<file path="src/verilog/port_pad_pkg.sv">
// Constants for the port pad configuration block
package port_pad_pkg;

  // ----------------------------------------------------------------
  // Sizes
  // ----------------------------------------------------------------
  localparam int N_LINES   = 64;
  localparam int N_NIBBLES = 24;
  localparam int N_ODP     = 6;
  localparam int N_POCON   = 10;
  localparam int APB_AW    = 20;
  localparam int IDX_W     = 18;

  // ----------------------------------------------------------------
  // Register indices (byte address is four times the index)
  // ----------------------------------------------------------------
  localparam logic [IDX_W-1:0] IDX_INPUT_THRESHOLD_SELECT = 18'h0_f1c4;
  // Order: port 0 low, 0 high, 1 low, 1 high, 2, 3, 4, 6, 7, 8
  localparam logic [IDX_W-1:0] POCON_IDX [N_POCON] = '{
    18'h0_f080, 18'h0_f082, 18'h0_f084, 18'h0_f086, 18'h0_f088,
    18'h0_f08a, 18'h0_f08c, 18'h0_f08e, 18'h0_f090, 18'h0_f092};
  // Order: port 2, 3, 4, 6, 7, 8
  localparam logic [IDX_W-1:0] ODP_IDX [N_ODP] = '{
    18'h0_f0c0, 18'h0_f0c1, 18'h0_f0c2, 18'h0_f0c3, 18'h0_f0c4, 18'h0_f0c5};

  // ----------------------------------------------------------------
  // Implemented bits and reset values
  // ----------------------------------------------------------------
  localparam logic [15:0] INPUT_THRESHOLD_SELECT_MASK = 16'h00ff;
  localparam logic [15:0] POCON_MASK [N_POCON] = '{
    16'h00ff, 16'h00ff, 16'h00ff, 16'h00ff, 16'hffff,
    16'hffff, 16'h00ff, 16'h00ff, 16'h00ff, 16'h00ff};
  localparam logic [15:0] ODP_MASK [N_ODP] = '{
    16'hffff, 16'hbfff, 16'h00ff, 16'h00ff, 16'h00ff, 16'h00ff};
  localparam logic [15:0] INPUT_THRESHOLD_SELECT_RESET = 16'h0000;
  localparam logic [15:0] POCON_RESET = 16'h0000;
  localparam logic [15:0] ODP_RESET   = 16'h0000;

  // ----------------------------------------------------------------
  // Threshold bit positions
  // ----------------------------------------------------------------
  localparam int INPUT_THRESHOLD_SELECT_P2L = 0;
  localparam int INPUT_THRESHOLD_SELECT_P2H = 1;
  localparam int INPUT_THRESHOLD_SELECT_P3L = 2;
  localparam int INPUT_THRESHOLD_SELECT_P3H = 3;
  localparam int INPUT_THRESHOLD_SELECT_P4L = 4;
  localparam int INPUT_THRESHOLD_SELECT_P7L = 6;
  localparam int INPUT_THRESHOLD_SELECT_P8L = 7;

  // ----------------------------------------------------------------
  // Nibble field layout and codes
  // ----------------------------------------------------------------
  localparam int NIBBLE_W  = 4;
  localparam int EDGE_LSB  = 0;
  localparam int DRIVE_LSB = 2;
  localparam logic [1:0] EDGE_FAST  = 2'b00;
  localparam logic [1:0] EDGE_SLOW  = 2'b01;
  localparam logic [1:0] DRIVE_HIGH = 2'b00;
  localparam logic [1:0] DRIVE_DYN  = 2'b01;
  localparam logic [1:0] DRIVE_LOW  = 2'b10;

endpackage : port_pad_pkg
</file>
<file path="src/verilog/pad_line_driver.sv">
// One port line pad driver with push/pull or open-drain output
`timescale 1ns/10ps
`default_nettype none
module pad_line_driver (
  input  wire logic out_latch,
  input  wire logic dir_out,
  input  wire logic open_drain,
  input  wire logic pad_i,
  output logic      pad_o,
  output logic      pad_oe,
  output logic      line_read
);

  // ----------------------------------------------------------------
  // Driver
  // ----------------------------------------------------------------
  // Open drain only ever pulls low; a latched one floats the line
  always_comb begin
    pad_o  = open_drain ? 1'b0 : out_latch;
    pad_oe = dir_out & (~open_drain | ~out_latch);
  end

  // Output lines read back the latch, inputs read the pad
  assign line_read = dir_out ? out_latch : pad_i;

endmodule : pad_line_driver
`default_nettype wire

</file>
<file path="src/verilog/port_pad_configuration.sv">
// Pad configuration registers and per-line pad control for the general purpose ports
`timescale 1ns/10ps
`default_nettype none
module port_pad_configuration
  import port_pad_pkg::*;
(
  input  wire logic                 pclk,
  input  wire logic                 presetn,
  input  wire logic                 psel,
  input  wire logic                 penable,
  input  wire logic                 pwrite,
  input  wire logic [APB_AW-1:0]    paddr,
  input  wire logic [31:0]          pwdata,
  input  wire logic [3:0]           pstrb,
  output logic      [31:0]          prdata,
  output logic                      pready,
  output logic                      pslverr,
  input  wire logic [N_LINES-1:0]   line_latch,
  input  wire logic [N_LINES-1:0]   line_dir,
  input  wire logic [N_LINES-1:0]   pad_i,
  output logic      [N_LINES-1:0]   pad_o,
  output logic      [N_LINES-1:0]   pad_oe,
  output logic      [N_LINES-1:0]   line_read,
  output logic      [N_LINES-1:0]   line_hysteresis,
  output logic      [N_LINES-1:0]   line_open_drain,
  output logic      [2*N_NIBBLES-1:0] nibble_edge_field,
  output logic      [2*N_NIBBLES-1:0] nibble_drive_field,
  output logic      [N_NIBBLES-1:0] nibble_slow_edge,
  output logic      [N_NIBBLES-1:0] nibble_edge_reserved,
  output logic      [N_NIBBLES-1:0] nibble_drive_dynamic,
  output logic      [N_NIBBLES-1:0] nibble_drive_reduced,
  output logic      [N_NIBBLES-1:0] nibble_drive_reserved
);

  // ----------------------------------------------------------------
  // State
  // ----------------------------------------------------------------
  typedef struct packed {
    logic [15:0]              input_threshold_select;
    logic [N_POCON-1:0][15:0] pocon;
    logic [N_ODP-1:0][15:0]   odp;
    logic [31:0]              rdata;
  } state_t;

  state_t state_reg;
  state_t state_next;

  // ----------------------------------------------------------------
  // Address decode
  // ----------------------------------------------------------------
  logic [IDX_W-1:0]   idx;
  logic               hit_input_threshold_select;
  logic [N_POCON-1:0] hit_pocon;
  logic [N_ODP-1:0]   hit_odp;
  logic               mapped;
  logic [15:0]        rd_word;
  logic [15:0]        byte_en;
  logic               wr_take;

  assign idx     = paddr[APB_AW-1:2];
  assign byte_en = {{8{pstrb[1]}}, {8{pstrb[0]}}};

  // Word-aligned match against each register index
  always_comb begin
    hit_input_threshold_select = (idx == IDX_INPUT_THRESHOLD_SELECT);
    for (int k = 0; k < N_POCON; k++) begin
      hit_pocon[k] = (idx == POCON_IDX[k]);
    end
    for (int k = 0; k < N_ODP; k++) begin
      hit_odp[k] = (idx == ODP_IDX[k]);
    end
    mapped = (paddr[1:0] == 2'b00) & (hit_input_threshold_select | (|hit_pocon) | (|hit_odp));
  end

  // Read mux; unimplemented bits and the 8-bit high byte read zero
  always_comb begin
    rd_word = 16'h0000;
    if (hit_input_threshold_select) begin
      rd_word = state_reg.input_threshold_select & INPUT_THRESHOLD_SELECT_MASK;
    end
    for (int k = 0; k < N_POCON; k++) begin
      if (hit_pocon[k]) begin
        rd_word = state_reg.pocon[k] & POCON_MASK[k];
      end
    end
    for (int k = 0; k < N_ODP; k++) begin
      if (hit_odp[k]) begin
        rd_word = state_reg.odp[k] & ODP_MASK[k];
      end
    end
  end

  // ----------------------------------------------------------------
  // APB handshake
  // ----------------------------------------------------------------
  // Read data is captured in setup, so access completes at once
  assign pready  = psel & penable;
  assign pslverr = psel & penable & ~mapped;
  assign prdata  = state_reg.rdata;
  assign wr_take = psel & penable & pwrite & mapped;

  // ----------------------------------------------------------------
  // Next state
  // ----------------------------------------------------------------
  always_comb begin
    state_next = state_reg;
    if (psel & ~penable) begin
      state_next.rdata = (~pwrite & mapped) ? {16'h0000, rd_word} : 32'h0000_0000;
    end
    if (wr_take) begin
      if (hit_input_threshold_select) begin
        state_next.input_threshold_select = ((state_reg.input_threshold_select & ~byte_en) | (pwdata[15:0] & byte_en))
                           & INPUT_THRESHOLD_SELECT_MASK;
      end
      for (int k = 0; k < N_POCON; k++) begin
        if (hit_pocon[k]) begin
          state_next.pocon[k] = ((state_reg.pocon[k] & ~byte_en) | (pwdata[15:0] & byte_en))
                                & POCON_MASK[k];
        end
      end
      for (int k = 0; k < N_ODP; k++) begin
        if (hit_odp[k]) begin
          state_next.odp[k] = ((state_reg.odp[k] & ~byte_en) | (pwdata[15:0] & byte_en))
                              & ODP_MASK[k];
        end
      end
    end
  end

  // Register the whole state; reset selects push/pull, TTL, fast, max drive
  always_ff @(posedge pclk or negedge presetn) begin
    if (!presetn) begin
      state_reg.input_threshold_select <= INPUT_THRESHOLD_SELECT_RESET;
      for (int k = 0; k < N_POCON; k++) begin
        state_reg.pocon[k] <= POCON_RESET;
      end
      for (int k = 0; k < N_ODP; k++) begin
        state_reg.odp[k] <= ODP_RESET;
      end
      state_reg.rdata <= 32'h0000_0000;
    end else begin
      state_reg <= state_next;
    end
  end

  // ----------------------------------------------------------------
  // Per-line open-drain and threshold maps
  // ----------------------------------------------------------------
  // Lines: port 2 [15:0], 3 [31:16], 4 [39:32], 6 [47:40], 7 [55:48], 8 [63:56]
  assign line_open_drain = {state_reg.odp[5][7:0], state_reg.odp[4][7:0],
                            state_reg.odp[3][7:0], state_reg.odp[2][7:0],
                            state_reg.odp[1], state_reg.odp[0]};

  // One threshold bit fans out to each byte it controls; port 6 stays TTL
  assign line_hysteresis = {{8{state_reg.input_threshold_select[INPUT_THRESHOLD_SELECT_P8L]}},
                            {8{state_reg.input_threshold_select[INPUT_THRESHOLD_SELECT_P7L]}},
                            8'h00,
                            {8{state_reg.input_threshold_select[INPUT_THRESHOLD_SELECT_P4L]}},
                            {8{state_reg.input_threshold_select[INPUT_THRESHOLD_SELECT_P3H]}},
                            {8{state_reg.input_threshold_select[INPUT_THRESHOLD_SELECT_P3L]}},
                            {8{state_reg.input_threshold_select[INPUT_THRESHOLD_SELECT_P2H]}},
                            {8{state_reg.input_threshold_select[INPUT_THRESHOLD_SELECT_P2L]}}};

  // ----------------------------------------------------------------
  // Pad drivers
  // ----------------------------------------------------------------
  // Threshold select does not reach the driver, so all output modes remain
  for (genvar i = 0; i < N_LINES; i++) begin : g_line
    pad_line_driver u_drv (
      .out_latch  (line_latch[i]),
      .dir_out    (line_dir[i]),
      .open_drain (line_open_drain[i]),
      .pad_i      (pad_i[i]),
      .pad_o      (pad_o[i]),
      .pad_oe     (pad_oe[i]),
      .line_read  (line_read[i])
    );
  end

  // ----------------------------------------------------------------
  // Nibble edge and drive controls
  // ----------------------------------------------------------------
  // Nibbles in order: ports 0L, 0H, 1L, 1H (2 each), 2, 3 (4 each), 4, 6, 7, 8
  logic [NIBBLE_W*N_NIBBLES-1:0] nibble_ctl;

  assign nibble_ctl = {state_reg.pocon[9][7:0], state_reg.pocon[8][7:0],
                       state_reg.pocon[7][7:0], state_reg.pocon[6][7:0],
                       state_reg.pocon[5], state_reg.pocon[4],
                       state_reg.pocon[3][7:0], state_reg.pocon[2][7:0],
                       state_reg.pocon[1][7:0], state_reg.pocon[0][7:0]};

  // Split each nibble into fields and decode the defined codes
  for (genvar n = 0; n < N_NIBBLES; n++) begin : g_nibble
    logic [1:0] edge_f;
    logic [1:0] drive_f;
    assign edge_f  = nibble_ctl[NIBBLE_W*n+EDGE_LSB +: 2];
    assign drive_f = nibble_ctl[NIBBLE_W*n+DRIVE_LSB +: 2];
    assign nibble_edge_field[2*n +: 2]  = edge_f;
    assign nibble_drive_field[2*n +: 2] = drive_f;
    // Reserved edge codes leave the pad in fast mode and are flagged
    assign nibble_slow_edge[n]      = (edge_f == EDGE_SLOW);
    assign nibble_edge_reserved[n]  = (edge_f != EDGE_FAST) & (edge_f != EDGE_SLOW);
    assign nibble_drive_dynamic[n]  = (drive_f == DRIVE_DYN);
    assign nibble_drive_reduced[n]  = (drive_f == DRIVE_LOW);
    assign nibble_drive_reserved[n] = (drive_f != DRIVE_HIGH) & (drive_f != DRIVE_DYN)
                                      & (drive_f != DRIVE_LOW);
  end

endmodule : port_pad_configuration
`default_nettype wire

</file>
<file path="config.mk">
export PLATFORM = sky130hd
export DESIGN_NAME = port_pad_configuration
export DESIGN_NICKNAME = d
export VERILOG_FILES = /design/src/verilog/port_pad_pkg.sv /design/src/verilog/pad_line_driver.sv /design/src/verilog/port_pad_configuration.sv
export SDC_FILE = /design/constraint.sdc
export NUM_CORES = 1
export LEC_CHECK = 0
export BUFFER_PORTS_ARGS = -buffer_cell sky130_fd_sc_hd__buf_2
export CORE_AREA = 5 5 320 322
export DETAILED_ROUTE_END_ITERATION = 10
export DIE_AREA = 0 0 325 327
export GPL_ROUTABILITY_DRIVEN = 0
export HOLD_SLACK_MARGIN = 0.02
export SETUP_SLACK_MARGIN = 0.15
export SYNTH_ARGS = -nofsm -noshare
export SYNTH_HDL_FRONTEND = slang
export SYNTH_SLANG_ARGS = --single-unit
</file>
<file path="constraint.sdc">
create_clock -name pclk -period 3.3 [get_ports pclk]
set_clock_uncertainty 0.15 [all_clocks]
set_input_delay 0.66 -clock pclk [delete_from_list [all_inputs] [get_ports pclk]]
set_output_delay 0.66 -clock pclk [all_outputs]
set_load 0.01 [all_outputs]
</file>
# After elaboration in Yosys (flattened, before gate mapping)
# Index checks and enable logic that the tools add are counted.
# op_classes
n_eq_ne	161
n_mux	145
bitwise_logic	372
reduce_logical	68
# ops
op	n
$eq 18x16->1 const B	17
$mux 16	17
$and 1x1->1	142
$not 1->1	129
$mux 1	127
$and 8x8->8	13
$or 8x8->8	13
$eq 2x1->1 const B	48
$ne 2x1->1 const B	48
$reduce_bool 2->1	48
$and 16x16->16	5
$or 1x1->1	65
$or 16x16->16	4
$eq 2x2->1 const B	24
$ne 2x2->1 const B	24
$reduce_and 2->1	17
$not 16->16	1
$reduce_or 10->1	1
$mux 8	1
$reduce_or 6->1	1
$logic_not 2->1	1
# totals
reg_bits	199
input_bits	253

# Logic depth before layout (Yosys ltp)
# logic_depth
word_depth	19
mapped_depth	10
mapped_depth_nobuf	7

# By module
# Synthesis repeated with hierarchy kept, for this count alone.
# hier_totals
hier_cells	1369
area_unflattened_um2	13559.3
# by_module_without_submodules
module	instances	cells_each	area_per_inst_um2	seq_area_each_um2
port_pad_configuration	1	1177	11717.5	4579.4
pad_line_driver	64	3	28.8	0.0

# Worst setup path before layout
# No wires, ideal clock.
# synth_path
path_kind	in2reg
start	input port paddr[5]
end	register (tool-made name)
setup_ns	0.125
arrival_ns	3.022
t_required_ns	3.025
path_slack_ns	0.003
stages	10
path_buffers	3
path_cell_list	clkbuf_1 > or4_1 > clkbuf_1 > nor4_1 > a22oi_1 > nor4b_4 > and2_4 > or3b_1 > buf_6 > mux2_4
# synth_lines
item	line_no	source
from (decl)	port_pad_configuration.sv:12	input wire logic [APB_AW-1:0] paddr,

# Worst setup path in the final report
# layout_path
start	input port paddr[12]
end	output port pslverr
# layout_between
elab_chain_len	7
elab_cells_between_ends	24
classes_between	eq/ne (17); bitwise (5); reduce/logical (2)
# layout_rtl
item	line_no	source
$eq 18x16->1	port_pad_configuration.sv:67	hit_pocon[k] = (idx == POCON_IDX[k]);
$reduce_or 10->1	port_pad_configuration.sv:72	mapped = (paddr[1:0] == 2'b00) & (hit_input_threshold_select | (|hit_pocon) | (|hit_odp));
$or 1x1->1	port_pad_configuration.sv:72	
$or 1x1->1 (*)	port_pad_configuration.sv:72	
$and 1x1->1 (*)	port_pad_configuration.sv:72	
$not 1->1 (*)	port_pad_configuration.sv:98	assign pslverr = psel & penable & ~mapped;
$and 1x1->1 (*)	port_pad_configuration.sv:98	
to (decl)	port_pad_configuration.sv:17	output logic pslverr,
# Mark *: on every way between the ends. The rest lies on a longest branch, timed or not.

==> run_results.csv <==
group,metric,value,unit
routing,drt_iter0_drc,1027,
critical_path,slowest_stage,"nor4b_4",
synthesis,synth_top_cells_by_area,"dfrtp_1, buf_4, mux2_2",
synthesis,async_flop_share,100,%
power_and_ir_drop,seqPwrFrac,43.4,%
floorplan,pin_count,823,
routing,dr_total_vias,12700,
final_layout,fin_nets,2157,
status,status,"completed",
critical_path,crit_path_start,"paddr[12]",
floorplan,fp.dieW,325,um
floorplan,start_util,14.7,%
synthesis,synthDistinctLibCells,73,
grt,antenna_found_initial,26,
final_layout,final_cell_mix,"buf_2, mux2_2, dfrtp_1",
power_and_ir_drop,power.switching,1.56,mW
clock_tree,cts-root-buf,"clkbuf_16",
grt,grt_max_degree,65,
synthesis,syn-instance-count,1506,
final_layout,layout_commonest_cell,"buf_2",
final_layout,utilization,18.2,%
synthesis,syn_area,14600,um2
power_and_ir_drop,p_int,3.60,mW
critical_path,crit_path_end_kind,"primary output",
critical_path,cp.required,2.49,ns
power_and_ir_drop,p_clk_share,41.4,%
clock_tree,cts_max_level,4,
floorplan,std_cell_rows,116,
floorplan,coreArea,99300,um2
sta,timing.hold.ws,0.0395,ns
synthesis,synth_ff_type,"dfrtp_1",
sta,tns,0,ns
place,dp_hpwl,69400,um
synthesis,yosysTopAreaCell,"dfrtp_1",
hold_path,hp-class,"in2async",
clock_tree,worstSkewPairLatency,0.47,ns
power_and_ir_drop,powerDensity,286,nW/um2
sta,worst_pin_slew,0.669,ns
final_layout,n_fill_cell,11200,
final_layout,drive_gt1_share,60.6,%
sta,hold_viol_final,0,
final_layout,syn_to_final_growth,23.8,%
routing,ant_nets,0,
synthesis,synth_seq_cells,183,
synthesis,syn_area_per_cell,9.69,um2
sta,max-slew-margin-rel,55.4,%
sta,final_max_slew_viol_count,0,
power_and_ir_drop,ir_drop,384,uV
routing,drc,0,
routing,detail_route.wl_per_cell,25.0,um
synthesis,yosysWarnings,0,
critical_path,worstPathMaxFanout,3,
place,io_buffers,779,
routing,routed_wl,80600,um
critical_path,r2r_setup_slack,1.02,ns
clock_tree,cts_max_path_buffers,2,
routing,dr.pass1.iters,5,
critical_path,cp_num_buf_inv,3,
grt,grt_overflow,0,
sta,post-route-period-util,98.2,%
clock_tree,cts_buffers,17,
grt,grt_pass1_wl,106000,um
critical_path,crit_chain,"buf_6, nor4b_4, nand4_1, a2111oi_2, buf_4, nor4b_4, and2_4, o21a_1, buf_6",
sta,setup_viol,0,
final_layout,final_area,18100,um2
routing,vias_per_cell,3.94,
grt,grt_pass1_vias,12500,
synthesis,yosysSeqAreaShare,31.4,%
grt,grt_use_total,14.3,%
synthesis,synth-edff-count,0,
critical_path,cp.arrival,2.43,ns
sta,rsz0062_at_grt,"true",
sta,fmaxAchievable,0.308,GHz
power_and_ir_drop,swShare,30.2,%
floorplan,die-area,106000,um2
power_and_ir_drop,p_leak,9.63,nW
clock_tree,cts_sinks,183,
synthesis,netlist.area_leader.share,31.4,%
critical_path,critPathTopFamily,"simple AND/OR/NAND/NOR gates",
critical_path,critPathMaxStageDelay,0.39,ns
critical_path,cp-start-kind,"input pin",
critical_path,path_class,"in2out",
clock_tree,clkTransAtPathRegs,0.09,ns
run,cap_violations,0,
place,placed_area,17400,um2
clock_tree,holdBufCountCts,0,
power_and_ir_drop,power_frac_comb,15.2,%
clock_tree,cts_tree,"built",
floorplan,die_h,327,um
sta,fin_crit,3.24,ns
## Yosys cell counts (all sizes together), types with 10 or more instances
cell type	n
a21oi	18
a221oi	11
nand4	17
nor2b	138
nor3	17
mux2	231
nand2b	10
nand3	26
a21boi	63
nor2	38
clkbuf	55
o21ai	29
and2	31
buf	458
dfrtp	183
nand2	46
## area by class of cell
class                           instances  area, um2  share of cell area, %
Tap cell                             1298       1620                   8.99
Clock buffer                           17        425                   2.35
Inverter                               10       37.5                  0.208
Timing Repair Buffer                  868       4660                   25.8
Antenna cell                           10       25.0                  0.139
Sequential cell                       183       4580                   25.3
Clock inverter                         15        195                   1.08
Multi-Input combinational cell        824       6520                   36.1
## power groups by stage
stage	combinational [mW]	clock (mW)	sequential (mW)
3_5_place_dp	0.787	0	2.28
6_report	0.785	2.14	2.24
4_1_cts	0.793	2.20	2.24
3_3_place_gp	0.781	0	2.28
2_1_floorplan	0.497	0	2.29
5_1_grt	0.844	2.29	2.24
## cells by family (layout without fill, tap and decap cells)
kind of cell | Yosys count | in the layout | synth area share (%)
buffers and inverters | 523 | 910 | 25.1
muxes | 238 | 238 | 18.7
and+or+nand+nor | 356 | 356 | 14.3
AOI/OAI and AO/OA | 205 | 205 | 10.5
DFF | 183 | 183 | 31.4
other | 1 | 35 | 0.0257
## final timing paths
| check | to | depth (start not counted) |
|---|---|---|
| max | pslverr | 9 |
| min | asynchronous set/reset pin | 1 |
| max reg2reg | prdata[4] | 7 |
| min reg2reg | prdata[12] | 2 |
| max in group asynchronous | asynchronous set/reset pin | 2 |
| min in group pclk | flop | 2 |
## what timing repair did
item,4_1_cts,5_1_grt
setup buffers,2,0
gates resized for setup,9,4
pin swaps,6,1
setup endpoints to repair,1,1
## per-layer routing
| layer | GRT usage, % | share of wire (%) | vias up |
|---|---|---|---|
| met5 | 0 | 0.17 | - |
| met4 | 4.75 | 3.1 | 20 |
| met3 | 3.40 | 6.4 | 123 |
| met2 | 24.2 | 48 | 712 |
| met1 | 17.9 | 42 | 6240 |
| li1 | - | - | 5596 |
## metrics by stage
stage	instances	setup WS (ns)	power, mW
floorplan	1530	0.158	2.78
global placement	3181	-0.262	3.07
detailed placement	3181	-0.214	3.07
CTS	3215	0.0562	5.23
global route	3217	0.00398	5.37
finish	3225	0.0581	5.16
Power figures use the tool's default switching activity.
